[config.mk]
export PLATFORM = sky130hd
export DESIGN_NAME = agc_debounce_gain
export DESIGN_NICKNAME = d
export VERILOG_FILES = /design/src/agc_pkg.sv /design/src/agc_dbnc_if.sv /design/src/agc_debounce_gain.sv /design/src/agc_dbnc_timer.sv
export SDC_FILE = /design/constraint.sdc
export NUM_CORES = 1
export LEC_CHECK = 0
export ABC_CLOCK_PERIOD_IN_PS = 11300
export BUFFER_PORTS_ARGS = -buffer_cell sky130_fd_sc_hd__buf_2
export CORE_AREA = 2 2 129 131
export DETAILED_ROUTE_END_ITERATION = 7
export DIE_AREA = 0 0 131 133
export PLACE_DENSITY = 0.52
export SYNTH_ARGS = -nofsm -noshare
export SYNTH_HDL_FRONTEND = slang
export SYNTH_SLANG_ARGS = --single-unit
[constraint.sdc]
create_clock -name clk_sys -period 11.3 [get_ports clk_sys]
set_input_delay 0.565 -clock clk_sys [delete_from_list [all_inputs] [get_ports clk_sys]]
set_output_delay 0.565 -clock clk_sys [all_outputs]
set_load 0.02 [all_outputs]
[src/agc_pkg.sv]
// constants for the left-channel agc debounce and gain readback block
// How it works
// - noise debounce is five bits; code 1 means zero delay
// - noise codes 2 and 3 give 4 and 8 word clocks; codes 4 to 11 give 32, doubling to 4096
// - noise codes 12 to 30 give 2 to 20 times 4096 word clocks
// - noise code 31 stays at 20 times 4096 word clocks
// - signal debounce is four bits; 1 is zero, 2 and 3 give 4 and 8, 4 to 10 give 32 doubling up to 2048
// - signal codes 11 to 15 give 2 to 6 times 2048 word clocks
// - applied gain reads as signed half-decibel steps from -12 to 58 dB
// - applied gain reads zero after reset
// - noise threshold zero turns the noise gate off
package agc_pkg;
    localparam int unsigned SYS_CLK_HZ     = 50_000_000;
    localparam int unsigned WORD_CLK_HZ    = 48_000;
    localparam int unsigned WORD_DIV       = SYS_CLK_HZ / WORD_CLK_HZ;

    localparam logic [7:0]  IDX_NOISE_DBNC  = 8'h5b;
    localparam logic [7:0]  IDX_SIGNAL_DBNC = 8'h5c;
    localparam logic [7:0]  IDX_APPLIED_GAIN = 8'h5d;
    localparam logic [7:0]  IDX_NOISE_THR   = 8'h57;

    localparam int unsigned NOISE_DBNC_W   = 5;
    localparam int unsigned SIGNAL_DBNC_W  = 4;
    localparam int unsigned NOISE_THR_W    = 5;
    localparam int unsigned GAIN_W         = 8;
    localparam int unsigned CNT_W          = 17;

    localparam logic [NOISE_DBNC_W-1:0]  NOISE_DBNC_RST  = 5'h00;
    localparam logic [SIGNAL_DBNC_W-1:0] SIGNAL_DBNC_RST = 4'h0;
    localparam logic [NOISE_THR_W-1:0]   NOISE_THR_RST   = 5'h00;
    localparam logic [GAIN_W-1:0]        GAIN_RST        = 8'h00;
    localparam logic [GAIN_W-1:0]        GAIN_MIN        = 8'he8;
    localparam logic [GAIN_W-1:0]        GAIN_MAX        = 8'h74;

    localparam logic [NOISE_DBNC_W-1:0]  NOISE_POW_LAST  = 5'h0b;
    localparam logic [NOISE_DBNC_W-1:0]  NOISE_MULT_OFS  = 5'h0a;
    localparam logic [NOISE_DBNC_W-1:0]  NOISE_SAT_CODE  = 5'h1f;
    localparam logic [SIGNAL_DBNC_W-1:0] SIGNAL_POW_LAST = 4'ha;
    localparam logic [SIGNAL_DBNC_W-1:0] SIGNAL_MULT_OFS = 4'h9;
    localparam logic [CNT_W-1:0]         NOISE_BASE      = 17'h01000;
    localparam logic [CNT_W-1:0]         NOISE_SAT_TICKS = 17'h14000;
    localparam logic [CNT_W-1:0]         SIGNAL_BASE     = 17'h00800;

    localparam logic [1:0] RESP_OKAY   = 2'h0;
    localparam logic [1:0] RESP_SLVERR = 2'h2;
endpackage

[src/agc_dbnc_if.sv]
// signals between the register front end and the debounce timer
`timescale 1ns/100ps
`default_nettype none
interface agc_dbnc_if;
    import agc_pkg::*;
    logic                word_tick;
    logic                below_noise;
    logic                gate_en;
    logic [CNT_W-1:0]    noise_ticks;
    logic [CNT_W-1:0]    signal_ticks;
    logic                gated;
    modport ctrl  (output word_tick, below_noise, gate_en, noise_ticks, signal_ticks,
                   input gated);
    modport timer (input word_tick, below_noise, gate_en, noise_ticks, signal_ticks,
                   output gated);
endinterface
`default_nettype wire

[src/agc_debounce_gain.sv]
// axi4-lite register block for agc debounce timing and gain readback
`timescale 1ns/100ps
`default_nettype none
module agc_debounce_gain
    import agc_pkg::*;
#(
    parameter int unsigned ADDR_W   = 12,
    parameter int unsigned TICK_DIV = WORD_DIV
)
(
    input  wire logic              clk_sys,
    input  wire logic              rst_n,
    input  wire logic [ADDR_W-1:0] s_axi_awaddr,
    input  wire logic              s_axi_awvalid,
    output logic                   s_axi_awready,
    input  wire logic [31:0]       s_axi_wdata,
    input  wire logic [3:0]        s_axi_wstrb,
    input  wire logic              s_axi_wvalid,
    output logic                   s_axi_wready,
    output logic [1:0]             s_axi_bresp,
    output logic                   s_axi_bvalid,
    input  wire logic              s_axi_bready,
    input  wire logic [ADDR_W-1:0] s_axi_araddr,
    input  wire logic              s_axi_arvalid,
    output logic                   s_axi_arready,
    output logic [31:0]            s_axi_rdata,
    output logic [1:0]             s_axi_rresp,
    output logic                   s_axi_rvalid,
    input  wire logic              s_axi_rready,
    input  wire logic              level_below_noise,
    input  wire logic [GAIN_W-1:0] agc_gain_in,
    output logic                   noise_gated,
    output logic                   word_tick
);
    agc_dbnc_if dbnc ();

    logic [NOISE_DBNC_W-1:0]  noise_dbnc_reg;
    logic [SIGNAL_DBNC_W-1:0] signal_dbnc_reg;
    logic [NOISE_THR_W-1:0]   noise_thr_reg;
    logic [GAIN_W-1:0]        gain_reg;
    logic [GAIN_W-1:0]        gain_next;
    logic [15:0]              div_reg;
    logic                     tick_reg;

    logic                     aw_hold_reg;
    logic [7:0]               aw_idx_reg;
    logic                     w_hold_reg;
    logic [7:0]               w_data_reg;
    logic                     w_strb_reg;
    logic                     bvalid_reg;
    logic [1:0]               bresp_reg;
    logic                     rvalid_reg;
    logic [31:0]              rdata_reg;
    logic [1:0]               rresp_reg;
    logic [7:0]               ar_idx;
    logic                     do_write;
    logic                     idx_known;
    logic [7:0]               rd_byte;

    function automatic logic [CNT_W-1:0] noise_ticks_of(input logic [NOISE_DBNC_W-1:0] c);
        if (c <= 5'h01)
            return '0;
        else if (c <= 5'h03)
            return CNT_W'(1) << c;
        else if (c <= NOISE_POW_LAST)
            return CNT_W'(1) << (c + 5'h01);
        else if (c == NOISE_SAT_CODE)
            return NOISE_SAT_TICKS;
        else
            return CNT_W'(CNT_W'(c - NOISE_MULT_OFS) * NOISE_BASE);
    endfunction

    function automatic logic [CNT_W-1:0] signal_ticks_of(input logic [SIGNAL_DBNC_W-1:0] c);
        if (c <= 4'h1)
            return '0;
        else if (c <= 4'h3)
            return CNT_W'(1) << c;
        else if (c <= SIGNAL_POW_LAST)
            return CNT_W'(1) << (c + 4'h1);
        else
            return CNT_W'(CNT_W'(c - SIGNAL_MULT_OFS) * SIGNAL_BASE);
    endfunction

    // word clock enable
    always_ff @(posedge clk_sys)
    begin
        if (!rst_n)
        begin
            div_reg  <= '0;
            tick_reg <= 1'b0;
        end
        else if (div_reg == 16'(TICK_DIV - 1))
        begin
            div_reg  <= '0;
            tick_reg <= 1'b1;
        end
        else
        begin
            div_reg  <= div_reg + 16'h0001;
            tick_reg <= 1'b0;
        end
    end

    assign word_tick         = tick_reg;
    assign dbnc.word_tick    = tick_reg;
    assign dbnc.below_noise  = level_below_noise;
    assign dbnc.gate_en      = (noise_thr_reg != '0);
    assign dbnc.noise_ticks  = noise_ticks_of(noise_dbnc_reg);
    assign dbnc.signal_ticks = signal_ticks_of(signal_dbnc_reg);
    assign noise_gated       = dbnc.gated;

    agc_dbnc_timer agc_dbnc_timer_inst (
        .clk_sys (clk_sys),
        .rst_n   (rst_n),
        .dbnc    (dbnc)
    );

    // applied gain, clamped to the reportable span
    always_comb
    begin
        if ($signed(agc_gain_in) < $signed(GAIN_MIN))
            gain_next = GAIN_MIN;
        else if ($signed(agc_gain_in) > $signed(GAIN_MAX))
            gain_next = GAIN_MAX;
        else
            gain_next = agc_gain_in;
    end

    always_ff @(posedge clk_sys)
    begin
        if (!rst_n)
            gain_reg <= GAIN_RST;
        else
            gain_reg <= gain_next;
    end

    // write channel
    assign s_axi_awready = !aw_hold_reg && !bvalid_reg;
    assign s_axi_wready  = !w_hold_reg && !bvalid_reg;
    assign do_write      = aw_hold_reg && w_hold_reg && !bvalid_reg;
    assign s_axi_bvalid  = bvalid_reg;
    assign s_axi_bresp   = bresp_reg;

    always_ff @(posedge clk_sys)
    begin
        if (!rst_n)
        begin
            aw_hold_reg <= 1'b0;
            aw_idx_reg  <= 8'h00;
            w_hold_reg  <= 1'b0;
            w_data_reg  <= 8'h00;
            w_strb_reg  <= 1'b0;
        end
        else
        begin
            if (s_axi_awvalid && s_axi_awready)
            begin
                aw_hold_reg <= 1'b1;
                aw_idx_reg  <= 8'(s_axi_awaddr[ADDR_W-1:2]);
            end
            else if (do_write)
            begin
                aw_hold_reg <= 1'b0;
            end
            if (s_axi_wvalid && s_axi_wready)
            begin
                w_hold_reg <= 1'b1;
                w_data_reg <= s_axi_wdata[7:0];
                w_strb_reg <= s_axi_wstrb[0];
            end
            else if (do_write)
            begin
                w_hold_reg <= 1'b0;
            end
        end
    end

    function automatic logic known_idx(input logic [7:0] i);
        return (i == IDX_NOISE_DBNC) || (i == IDX_SIGNAL_DBNC) ||
               (i == IDX_APPLIED_GAIN) || (i == IDX_NOISE_THR);
    endfunction

    assign idx_known = known_idx(aw_idx_reg);

    always_ff @(posedge clk_sys)
    begin
        if (!rst_n)
        begin
            bvalid_reg <= 1'b0;
            bresp_reg  <= RESP_OKAY;
        end
        else if (do_write)
        begin
            bvalid_reg <= 1'b1;
            bresp_reg  <= idx_known ? RESP_OKAY : RESP_SLVERR;
        end
        else if (s_axi_bready)
        begin
            bvalid_reg <= 1'b0;
        end
    end

    // control registers; upper reserved bits are not stored
    always_ff @(posedge clk_sys)
    begin
        if (!rst_n)
        begin
            noise_dbnc_reg  <= NOISE_DBNC_RST;
            signal_dbnc_reg <= SIGNAL_DBNC_RST;
            noise_thr_reg   <= NOISE_THR_RST;
        end
        else if (do_write && w_strb_reg)
        begin
            if (aw_idx_reg == IDX_NOISE_DBNC)
                noise_dbnc_reg <= w_data_reg[NOISE_DBNC_W-1:0];
            if (aw_idx_reg == IDX_SIGNAL_DBNC)
                signal_dbnc_reg <= w_data_reg[SIGNAL_DBNC_W-1:0];
            if (aw_idx_reg == IDX_NOISE_THR)
                noise_thr_reg <= w_data_reg[NOISE_THR_W-1:0];
        end
    end

    // read channel
    assign ar_idx        = 8'(s_axi_araddr[ADDR_W-1:2]);
    assign s_axi_arready = !rvalid_reg;
    assign s_axi_rvalid  = rvalid_reg;
    assign s_axi_rdata   = rdata_reg;
    assign s_axi_rresp   = rresp_reg;

    always_comb
    begin
        rd_byte = 8'h00;
        if (ar_idx == IDX_NOISE_DBNC)
            rd_byte = {3'h0, noise_dbnc_reg};
        else if (ar_idx == IDX_SIGNAL_DBNC)
            rd_byte = {4'h0, signal_dbnc_reg};
        else if (ar_idx == IDX_APPLIED_GAIN)
            rd_byte = gain_reg;
        else if (ar_idx == IDX_NOISE_THR)
            rd_byte = {3'h0, noise_thr_reg};
    end

    always_ff @(posedge clk_sys)
    begin
        if (!rst_n)
        begin
            rvalid_reg <= 1'b0;
            rdata_reg  <= 32'h0000_0000;
            rresp_reg  <= RESP_OKAY;
        end
        else if (s_axi_arvalid && s_axi_arready)
        begin
            rvalid_reg <= 1'b1;
            rdata_reg  <= {24'h00_0000, rd_byte};
            rresp_reg  <= known_idx(ar_idx) ? RESP_OKAY : RESP_SLVERR;
        end
        else if (s_axi_rready)
        begin
            rvalid_reg <= 1'b0;
        end
    end

    a_gain_in_span: assert property (@(posedge clk_sys) disable iff (!rst_n)
        $signed(gain_reg) >= $signed(GAIN_MIN) && $signed(gain_reg) <= $signed(GAIN_MAX))
        else $error("applied gain outside reportable span");

    a_gain_after_reset: assert property (@(posedge clk_sys) disable iff (!rst_n)
        $rose(rst_n) |-> gain_reg == 8'h00)
        else $error("applied gain not zero after reset");

    a_noise_zero_code: assert property (@(posedge clk_sys) disable iff (!rst_n)
        noise_dbnc_reg == 5'h01 |-> dbnc.noise_ticks == 17'h00000)
        else $error("noise code one is not zero delay");

    a_noise_pow_top: assert property (@(posedge clk_sys) disable iff (!rst_n)
        noise_dbnc_reg == 5'h0b |-> dbnc.noise_ticks == 17'h01000)
        else $error("noise code eleven is not 4096");

    a_noise_mult_step: assert property (@(posedge clk_sys) disable iff (!rst_n)
        noise_dbnc_reg >= 5'h0c && noise_dbnc_reg <= 5'h1e
        |-> dbnc.noise_ticks == 17'((noise_dbnc_reg - 5'h0a) * 17'h01000))
        else $error("noise multiple code wrong");

    a_noise_saturate: assert property (@(posedge clk_sys) disable iff (!rst_n)
        noise_dbnc_reg == 5'h1f |-> dbnc.noise_ticks == 17'h14000)
        else $error("noise code 31 does not saturate");

    a_signal_pow_top: assert property (@(posedge clk_sys) disable iff (!rst_n)
        signal_dbnc_reg == 4'ha |-> dbnc.signal_ticks == 17'h00800)
        else $error("signal code ten is not 2048");

    a_signal_mult_step: assert property (@(posedge clk_sys) disable iff (!rst_n)
        signal_dbnc_reg >= 4'hb
        |-> dbnc.signal_ticks == 17'((signal_dbnc_reg - 4'h9) * 17'h00800))
        else $error("signal multiple code wrong");

    a_gate_disabled: assert property (@(posedge clk_sys) disable iff (!rst_n)
        noise_thr_reg == 5'h00 |=> !noise_gated)
        else $error("noise gate active while threshold is zero");
endmodule
`default_nettype wire

[src/agc_dbnc_timer.sv]
// noise gate debounce timer counted in word clocks
`timescale 1ns/100ps
`default_nettype none
module agc_dbnc_timer
    import agc_pkg::*;
(
    input  wire logic   clk_sys,
    input  wire logic   rst_n,
    agc_dbnc_if.timer   dbnc
);
    logic             gated_reg;
    logic [CNT_W-1:0] hold_reg;
    logic [CNT_W-1:0] target;

    assign target     = gated_reg ? dbnc.signal_ticks : dbnc.noise_ticks;
    assign dbnc.gated = gated_reg;

    always_ff @(posedge clk_sys)
    begin
        if (!rst_n)
        begin
            gated_reg <= 1'b0;
            hold_reg  <= '0;
        end
        else if (!dbnc.gate_en)
        begin
            gated_reg <= 1'b0;
            hold_reg  <= '0;
        end
        else if (dbnc.below_noise == gated_reg)
        begin
            hold_reg <= '0;
        end
        else if (target == '0)
        begin
            gated_reg <= dbnc.below_noise;
            hold_reg  <= '0;
        end
        else if (dbnc.word_tick)
        begin
            if (hold_reg + CNT_W'(1) >= target)
            begin
                gated_reg <= dbnc.below_noise;
                hold_reg  <= '0;
            end
            else
            begin
                hold_reg <= hold_reg + CNT_W'(1);
            end
        end
    end

    a_gate_hold_time: assert property (@(posedge clk_sys) disable iff (!rst_n)
        $changed(gated_reg) && $past(dbnc.gate_en) && $past(target) != '0
        |-> $past(dbnc.word_tick) && $past(hold_reg) + CNT_W'(1) >= $past(target))
        else $error("gate state changed before debounce time elapsed");
endmodule
`default_nettype wire

==> results.md, run 1 <==
* Nets at 814
* CTS tree: yes
* Largest stage delay, worst path at 0.70 ns
* Vias at approximately 4,800
* Critical Path Stages at 17
* Largest net degree at the start of global routing at between 40 and 50
* Slew @ Worst Pin at around 0.81 ns
* Yosys warning count at 0
* I/O pins at 119
* Critical path, cell by cell: nand2_1 > nor2_1 > and2_1 > ha_1 > or4b_4 > o32ai_1 > a32o_1 > inv_1 > ha_1 > nand4_1 > nor4_1 > a211o_1 > a21o_1 > a21oi_1 > and2_1 > o22ai_1 > mux2i_1
* CP Capture Type: flop
* Fillcell total at between 1,500 and 2,000
* Drt drc at 0
* Synth top area cells: dfxtp_1, ha_1, nand2_1, nor2_1, mux2i_1
* Seq pwr share at 47.6%
* Async set-reset flop share out of synthesis at 0%
* Combinational power share at between 7 and 8%
* Family with the most delay on the worst path: simple AND/OR/NAND/NOR gates
* Clk_lat worst skew at between 0.3 and 0.4 ns
* H-tree depth at 3
* Worst hold path class: input port to flop
* Pwr Density at roughly 110 nW/um^2
* Clk_skew at 0.0104 ns
* Post-synth top area share at ~30%
* TNS Setup at 0 ns
* Antenna cell count at 0
* Status: complete, no violations
* Slew HR at 45.7%
* Seq cells post-synth at 85
* Mapped cell area at ~5500 um^2
* Grt total ovfl at 0
* Clk slew on worst S/H paths at 0.07 ns
* Core Area at between 15,000 and 20,000 um^2
* Initial antenna violation count at 0
* DIE HEIGHT at about 130 um
* Leading area contributor after synthesis: dfxtp_1
* Max Cap Viol at 0
* Hold Vio Cnt, Final at 0
* Routability congestion estimate at 0.883
* Largest register FFs at 17
* Clock sink count at 85
* Initial Utilization at 34.2%
* Row count at 47
* First-pass iteration count of the detailed router at 4
* Share of layout cells above drive strength 1 at between 10% and 20%
* CTS root buffer: clkbuf_16
* Worst Path Max Fanout at 21
* Startpoint types: flop
* Arrival @ worst endpoint at 5.50 ns
* Routed length per instance at around 14 um
* Max-slew violations at 0
* Fmax at ~0.19 GHz
* Internal power at approximately 0.5 mW
* Net Sw Power at approximately 0.17 mW
* R2R depth at 17
* DIE AREA at roughly 17,000 um^2
* Crit path required time at 11.53 ns
* Final Instance Area at 6140 um^2
* Dominant cell by count in the synthesized netlist: dfxtp_1
* HPWL Detailed at 9950 um
* Power share of the clock group at between 40 and 50%
* Post-Route WL at 13,400 um
* Total GRT Usage at about 16%
* Final Cycle Share at 46.6%
* Layout area overhead at 10.9%
* Critical path buffers and inverters at 1
* Vias in the first global route at between 4,000 and 5,000
* TritonCTS Buffers at 9
* Peak VDD IR at ~0.00008 V
* Cell count after synthesis at roughly 670
* Clock tree buffer depth at 2
* Port Buffer Count at 54
* Drt initial violations at 200
* Number of setup buffers added after CTS at 0
* CP Class: flop to flop
* Register area share after synthesis at 30.8%
* First-pass GRT wire length at between 20,000 and 25,000 um
* Hold_buf cts at 0
* Synth cell types at 75
* Placed cell area at slightly below 6000 um^2
* Top FF cell, synth: dfxtp_1
* Die Wd at between 100 and 150 um
* P_leak at 2.46 nW
* Count of final setup violators at 0
* Vias/cell at slightly above 5
* Mapped Avg Cell Area at ~8.3 um^2
* Unrepaired setup endpoints after global routing: no
* Switching Share at about a quarter
* Critical path's slowest cell: dfxtp_1
* Shortest period the worst path allows at 5.27 ns
* EDFF count, synth at 0
* Worst Hold Depth at 2
* Resize count post-CTS at 0
* Most frequent cells after synthesis: dfxtp_1, nand2_1, nor2_1
* Antenna Nets Post-Route at 0
## cells in the final DEF, fill, tap and decap left out, drive strengths merged, types with 15 or more instances in the layout
cell type  synthesis  final
and2              16     16
a21oi             45     45
mux2i             21     21
ha                34     34
xnor2             18     18
o21ai             18     18
inv               18     20
buf               38     55
nor2              73     73
nor3              15     15
xor2              17     17
nand3             32     32
dfxtp             85     85
conb               1     26
nand2             72     72
## metal layers
metal  up-vias  global-route usage [%]  routed length (um)
li1       2403                       -                   -
met3        24                    3.32                 562
met5         -                       0                   0
met1      2211                    20.1                6160
met2       124                    26.3                6330
met4         0                    6.44                 329
## cell families after synthesis
kind of cell               synth area share (%)
AOI/OAI and AO/OA                          17.6
xor gates and xnor gates                   5.68
adders and majority gates                  7.69
buffers and inverters                      7.40
DFF                                        30.8
muxes                                      4.00
other                                    0.0678
and+or+nand+nor                            26.8
## metrics by stage
step                      power [mW]  worst slack, ns  util [%]  hold slack [ns]  cells
after floorplan                0.362             7.29         -            0.431    693
after global placement         0.372             6.25      36.1            0.442    913
after detailed placement       0.373             6.12      36.1            0.444    913
after CTS                      0.673             6.12      37.9            0.399    929
after global routing           0.694             5.76      37.9            0.401    929
final                          0.664             6.03      37.9            0.415    929
## layout make-up
class | count | area (um^2) | area share [%]
Tap cell | 220 | 275 | 4.49
Sequential cell | 85 | 1700 | 27.7
Clock inverter | 7 | 73.8 | 1.20
Timing Repair Buffer | 55 | 278 | 4.53
Clock buffer | 9 | 225 | 3.67
Inverter | 18 | 67.6 | 1.10
Multi-Input combinational cell | 535 | 3510 | 57.3
## power by group through the flow
stage	Combinational, mW	Clock, mW	Sequential (mW)
2_1_floorplan	0.0394	0	0.323
3_3_place_gp	0.0495	0	0.322
3_5_place_dp	0.0507	0	0.322
4_1_cts	0.0508	0.307	0.316
5_1_grt	0.0567	0.320	0.317
6_report	0.0504	0.298	0.316
## worst paths after layout
check,endpoint,slack [ns],start
setup / recovery,agc_dbnc_timer_inst.dbnc.gated$_SDFFE_PN0P_,6.03,noise_dbnc_reg[1]$_SDFFE_PN0P_
hold / removal,s_axi_rvalid$_SDFFE_PN0P_,0.41,s_axi_rready
setup reg to reg,agc_dbnc_timer_inst.dbnc.gated$_SDFFE_PN0P_,6.03,noise_dbnc_reg[1]$_SDFFE_PN0P_
hold reg to reg,s_axi_rdata[7]$_SDFFE_PN0P_,0.45,s_axi_rdata[7]$_SDFFE_PN0P_
No activity file was read; power rests on OpenSTA's default activity.
==> run 2: changes to the inputs <==
--- a/config.mk
+++ b/config.mk
@@ -5,12 +5,12 @@
 export SDC_FILE = /design/constraint.sdc
 export NUM_CORES = 1
 export LEC_CHECK = 0
-export ABC_CLOCK_PERIOD_IN_PS = 11300
+export ABC_CLOCK_PERIOD_IN_PS = 4200
 export BUFFER_PORTS_ARGS = -buffer_cell sky130_fd_sc_hd__buf_2
 export CORE_AREA = 2 2 129 131
 export DETAILED_ROUTE_END_ITERATION = 7
 export DIE_AREA = 0 0 131 133
-export PLACE_DENSITY = 0.52
+export PLACE_DENSITY = 0.54
 export SYNTH_ARGS = -nofsm -noshare
 export SYNTH_HDL_FRONTEND = slang
 export SYNTH_SLANG_ARGS = --single-unit
==> constraint.sdc (replaced) <==
create_clock -name clk_sys -period 4.2 [get_ports clk_sys]
set_input_delay 0.21 -clock clk_sys [delete_from_list [all_inputs] [get_ports clk_sys]]
set_output_delay 0.21 -clock clk_sys [all_outputs]
set_load 0.02 [all_outputs]
==> results.md, run 2 (synthesis results as in run 1) <==
* Clk slew on worst S/H paths at 0.06 ns (about the same)
* Port Buffer Count at 54 (unchanged)
* Largest register FFs at 17 (unchanged)
* Slew HR at 53.8% (+8.2 points)
* Grt total ovfl at 0 (unchanged)
* Vias/cell at 5.14 (+0.21%)
* Pwr Density at 295 nW/um^2 (+170%)
* Final Cycle Share at 93.9% (+47 points)
* Vias at 4,844 (+1.7%)
* First-pass iteration count of the detailed router at 4 (unchanged)
* Seq pwr share at 45.7% (-1.9 points)
* GR Util met1 at 21.3% (+1.2 points)
* Overall power at 1.86 mW (+180%)
* Nets at 828 (+1.7%)
* Routed length per instance at 14.4 um (+0.27%)
* Switching Share at 23.6% (-1.3 points)
* Register area at 1700 um^2 (unchanged)
* Largest net degree at the start of global routing at 47 (unchanged)
* Placed cell area at 5930 um^2 (+1.7%)
* Crit path required time at 4.43 ns (-7.10 ns)
* Share of layout cells above drive strength 1 at 17.2% (+2.3 points)
* PnR worst setup slack at 0.258 ns (-5.77 ns)
* Critical path buffers and inverters at 3 (+2)
* Non-filler instance count after layout at 943 (+1.5%)
* DIE AREA at 17,400 um^2 (unchanged)
* Clock sink count at 85 (unchanged)
* P_leak at 2.55 nW (+4.0%)
* Most Crowded Layer GR: met2
* WHS at 0.0475 ns (-0.367 ns)
* Setup WS pre-CTS at 0.0761 ns (-6.05 ns)
* Initial antenna violation count at 0 (unchanged)
* Combinational power share at 7.3% (-0.3 points)
* Net Sw Power at 0.439 mW (+170%)
* Clk_lat worst skew at 0.34 ns (about the same)
* Clock tree buffer depth at 2 (unchanged)
* Status: complete, no violations
* GR Layer Usage met2 at 26.1% (-0.12 points)
* Most frequent cells in the layout: dfxtp_1, nand2_1, nor2_1
* Antenna cell count at 0 (unchanged)
* M3 GR Usage at 3.96% (+0.65 points)
* Hold Vio Cnt, Final at 0 (unchanged)
* Worst hold path class: input port to flop
* Multi-input gate area at 3540 um^2 (+0.71%)
* HPWL Detailed at 10,200 um (+2.6%)
* Die Wd at 131 um (unchanged)
* Largest stage delay, worst path at 0.33 ns (-0.37 ns)
* Worst Path Max Fanout at 21 (unchanged)
* Unrepaired setup endpoints after global routing: no
* Hold_buf cts at 0 (unchanged)
* TritonCTS Buffers at 9 (unchanged)
* First-pass GRT wire length at 23,100 um (+4.3%)
* Family with the most delay on the worst path: compound AO/OA/AOI/OAI gates
* Arrival @ worst endpoint at 4.17 ns (-1.33 ns)
* TNS Setup at 0 ns (unchanged)
* Post-Route WL at 13,600 um (+1.8%)
* Fin util at 39.0% (+1.1 points)
* Fmax at 0.254 GHz (+34%)
* I/O pins at 119 (unchanged)
* Core Area at 16,200 um^2 (unchanged)
* Internal power at 1.42 mW (+180%)
* Fillcell total at 1,658 (+0.18%)
* CTS tree: yes
* Slew @ Worst Pin at 0.689 ns (-0.125 ns)
* Commonest non-fill, non-tap cell in the layout: dfxtp_1
* Final Instance Area at 6310 um^2 (+2.8%)
* CTS root buffer: clkbuf_16
* Max-slew violations at 0 (unchanged)
* Critical path's slowest cell: dfxtp_1
* Layout area overhead at 14.0%
* CP Capture Type: flop
* Max Cap Viol at 0 (unchanged)
* Shortest period the worst path allows at 3.94 ns (-1.33 ns)
* Drt initial violations at 160 (-20%)
* Vias in the first global route at 4,845 (+6.0%)
* Routability congestion estimate at 0.873 (-1.2%)
* Initial Utilization at 34.2% (unchanged)
* Startpoint types: flop
* CP Class: flop to flop
* Row count at 47 (unchanged)
* Inst Count DP at 926 (+1.4%)
* Power share of the clock group at 47.0% (+2.1 points)
* Drt drc at 0 (unchanged)
* Count of final setup violators at 0 (unchanged)
* Total GRT Usage at 16.4% (+0.46 points)
* Peak VDD IR at 0.000227 V (+180%)
* Clk_skew at 0.00860 ns (-0.00184 ns)
* Critical path, cell by cell: buf_4 > ha_1 > and3b_4 > a2111oi_4 > buf_4 > and3_1 > or2_2 > a32oi_1 > ha_1 > a21o_1 > a21o_1 > a21oi_1 > nand2_1 > o21ai_1 > and2_1 > buf_8 > o22ai_1 > mux2i_1
* H-tree depth at 3 (unchanged)
* DIE HEIGHT at 133 um (unchanged)
* Antenna Nets Post-Route at 0 (unchanged)
[run 2: path summary, 6_finish.rpt]
path,depth (start not counted),startpoint,slack (ns),endpoint
worst max-delay path,18,noise_dbnc_reg[1]$_SDFFE_PN0P_,0.26,agc_dbnc_timer_inst.dbnc.gated$_SDFFE_PN0P_
worst min-delay path,2,s_axi_rready,0.05,s_axi_rvalid$_SDFFE_PN0P_
worst max register to register,18,noise_dbnc_reg[1]$_SDFFE_PN0P_,0.26,agc_dbnc_timer_inst.dbnc.gated$_SDFFE_PN0P_
worst min register to register,2,aw_idx_reg[4]$_SDFFE_PN0P_,0.45,aw_idx_reg[4]$_SDFFE_PN0P_
[run 2: layer usage]
metal / vias up / part of all wire (%)
met2: 129 / 47
met3: 19 / 5.1
met1: 2266 / 46
met4: 0 / 1.7
li1: 2430 / -
met5: - / 0
[run 2: layout make-up]
type | count | area share [%]
clock buffer | 10 | 3.79
inverter | 18 | 1.07
multi-input combinational | 535 | 56.1
clock inverter | 6 | 1.49
sequential | 85 | 27.0
tap | 220 | 4.36
timing repair buffer | 69 | 6.19
[run 2: what timing repair did]
item / CTS / global route
setup buffers: 0 / 1
setup endpoints to repair: 0 / 18
hold endpoints to repair: 0 / 0
resized for setup: 0 / 8
[run 2: power groups by stage]
stage          Combinational [mW]  Sequential, mW  Clock (mW)
2_1_floorplan               0.106           0.869           0
3_3_place_gp                0.132           0.866           0
3_5_place_dp                0.136           0.867           0
4_1_cts                     0.136           0.849       0.899
5_1_grt                     0.152           0.852       0.933
6_report                    0.136           0.849       0.874
==> run 3: changes to the inputs <==
--- a/config.mk
+++ b/config.mk
@@ -7,10 +7,12 @@
 export LEC_CHECK = 0
 export ABC_CLOCK_PERIOD_IN_PS = 4200
 export BUFFER_PORTS_ARGS = -buffer_cell sky130_fd_sc_hd__buf_2
-export CORE_AREA = 2 2 129 131
+export CELL_PAD_IN_SITES_DETAIL_PLACEMENT = 2
+export CELL_PAD_IN_SITES_GLOBAL_PLACEMENT = 2
+export CORE_AREA = 2 2 158 129
 export DETAILED_ROUTE_END_ITERATION = 7
-export DIE_AREA = 0 0 131 133
-export PLACE_DENSITY = 0.54
+export DIE_AREA = 0 0 160 131
+export PLACE_DENSITY = 0.73
 export SYNTH_ARGS = -nofsm -noshare
 export SYNTH_HDL_FRONTEND = slang
 export SYNTH_SLANG_ARGS = --single-unit
==> results.md, run 3 (synthesis results as in run 1) <==
* Routed length per instance at 17.3 um (+20%)
* Worst Path Max Fanout at 21 (unchanged)
* Grt total ovfl at 0 (unchanged)
* CTS tree: yes
* Vias/cell at 5.03 (-2.1%)
* Clock tree buffer depth at 2 (unchanged)
* Die Wd at 160 um (+22%)
* Final Cycle Share at 92.5% (-1.4 points)
* Unrepaired setup endpoints after global routing: no
* Shortest period the worst path allows at 3.88 ns (-0.0571 ns)
* Row count at 46 (-2.1%)
* Most frequent cells in the layout: dfxtp_1, nand2_1, nor2_1
* Pwr Density at 287 nW/um^2 (-2.5%)
* Largest stage delay, worst path at 0.56 ns (+0.23 ns)
* Final Instance Area at 6370 um^2 (+1.0%)
* Slew HR at 51.1% (-2.7 points)
* Max Cap Viol at 0 (unchanged)
* CP Class: flop to flop
* Antenna Nets Post-Route at 0 (unchanged)
* Vias in the first global route at 5,200 (+7.3%)
* CP Capture Type: flop
* Overall power at 1.83 mW (-1.5%)
* Arrival @ worst endpoint at 4.17 ns (about the same)
* Critical path, cell by cell: nand2_2 > nor2_2 > and2_1 > ha_1 > or4b_4 > o32ai_2 > a32oi_1 > ha_1 > nand4_1 > nor4_1 > a211o_1 > a21o_1 > a21oi_2 > and2_4 > buf_12 > nand3_1 > a21oi_2
* TritonCTS Buffers at 9 (unchanged)
* Worst hold path class: input port to flop
* GR Layer Usage met2 at 29.1% (+3.0 points)
* Hold_buf cts at 0 (unchanged)
* Crit path required time at 4.49 ns (+0.06 ns)
* Critical path buffers and inverters at 1 (-2)
* Clk_skew at 0.0135 ns (+0.00492 ns)
* Family with the most delay on the worst path: simple AND/OR/NAND/NOR gates
* Peak VDD IR at 0.000159 V (-30%)
* Initial Utilization at 28.4% (-5.8 points)
* GR Util met1 at 22.1% (+0.80 points)
* Max-slew violations at 0 (unchanged)
* DIE HEIGHT at 131 um (-1.5%)
* Port Buffer Count at 54 (unchanged)
* Startpoint types: flop
* Commonest non-fill, non-tap cell in the layout: dfxtp_1
* Layout area overhead at 15.2%
* Largest register FFs at 17 (unchanged)
* First-pass GRT wire length at 28,100 um (+21%)
* Clock sink count at 85 (unchanged)
* Hold Vio Cnt, Final at 0 (unchanged)
* Fillcell total at 2,257 (+36%)
* Critical path's slowest cell: or4b_4
* Clk_lat worst skew at 0.36 ns (+0.02 ns)
* Antenna cell count at 0 (unchanged)
* Routability congestion estimate at 0.881 (+1.0%)
* Total GRT Usage at 16.8% (+0.43 points)
* DIE AREA at 21,000 um^2 (+20%)
* Status: complete, no violations
* Share of layout cells above drive strength 1 at 18.3% (+1.1 points)
* Largest net degree at the start of global routing at 48 (+2.1%)
* Post-Route WL at 17,100 um (+26%)
* M3 GR Usage at 3.28% (-0.68 points)
* Initial antenna violation count at 1 (+1)
* P_leak at 2.55 nW (about the same)
* First-pass iteration count of the detailed router at 4 (unchanged)
* Drt initial violations at 214 (+34%)
* Core Area at 19,500 um^2 (+20%)
* Slew @ Worst Pin at 0.730 ns (+0.0409 ns)
* HPWL Detailed at 12,800 um (+26%)
* Placed cell area at 6010 um^2 (+1.3%)
* Count of final setup violators at 0 (unchanged)
* H-tree depth at 3 (unchanged)
* Nets at 828 (unchanged)
* CTS root buffer: clkbuf_16
* TNS Setup at 0 ns (unchanged)
* I/O pins at 119 (unchanged)
* Drt drc at 0 (unchanged)
* Vias at 4,965 (+2.5%)
* Fmax at 0.257 GHz (+1.5%)
* Clk slew on worst S/H paths at 0.08 ns (+0.02 ns)
* Most Crowded Layer GR: met2
run 3: cell types whose count changed in the layout (fill, tap and decap cells not counted), sizes merged:
cell,change
bufinv,-2
clkbuf,-1
clkinv,+1
clkinvlp,-1
inv,+3
run 3: worst register-to-register path, delay by kind of cell (launching register included):
kind | cells | cell delay, ns
simple gates | 8 | 1.40
fa+ha+maj | 2 | 0.74
flops | 1 | 0.32
compound gates | 6 | 1.21
buf+inv | 1 | 0.15
run 3: layout make-up:
class | instances | area, um^2 | share of cell area (%)
inverters | 18 | 67.6 | 1.06
flip-flops and latches | 85 | 1700 | 26.7
clock inverters | 7 | 83.8 | 1.32
clock buffers | 9 | 225 | 3.53
multi-input cells | 535 | 3570 | 56.0
well taps | 264 | 330 | 5.18
repair buffers | 69 | 395 | 6.20
run 3: report_power, final:
group	total [mW]	leakage (nW)	switching, mW	internal [mW]
logic	0.141	1.71	0.0937	0.0476
registers	0.851	0.692	0.0214	0.829
clock network	0.838	0.152	0.410	0.429
run 3: worst paths after layout:
check | start | end | slack [ns] | depth (start not counted)
hold / removal | s_axi_rready | s_axi_rvalid$_SDFFE_PN0P_ | 0.02 | 2
setup / recovery | noise_dbnc_reg[1]$_SDFFE_PN0P_ | agc_dbnc_timer_inst.hold_reg[16]$_SDFFE_PP0P_ | 0.32 | 17
hold reg to reg | gain_reg[6]$_SDFF_PN0_ | s_axi_rdata[6]$_SDFFE_PN0P_ | 0.46 | 2
setup reg to reg | noise_dbnc_reg[1]$_SDFFE_PN0P_ | agc_dbnc_timer_inst.hold_reg[16]$_SDFFE_PP0P_ | 0.32 | 17
run 3: through the flow:
step | setup WS (ns) | instances | utilization (%) | hold WS (ns)
final | 0.315 | 987 | 32.8 | 0.0170
after global routing | 0.0580 | 987 | 32.8 | 0.0145
after CTS | 0.0475 | 987 | 32.5 | 0.00386
after detailed placement | 0.102 | 971 | 30.9 | 0.402
after global placement | 0.208 | 971 | 30.9 | 0.394
after floorplan | 0.190 | 693 | - | 0.297
run 3: per-layer routing:
| metal | share of wire [%] | routed length (um) | vias up |
|---|---|---|---|
| met5 | 0 | 0 | - |
| met4 | 0.60 | 102 | 0 |
| met3 | 3.2 | 554 | 7 |
| met2 | 47 | 8110 | 74 |
| met1 | 49 | 8320 | 2461 |
| li1 | - | - | 2423 |
run 3: what timing repair did:
item	CTS	global route
endpoints found under the setup margin	0	18
gates resized for setup	0	14
setup buffers	0	0
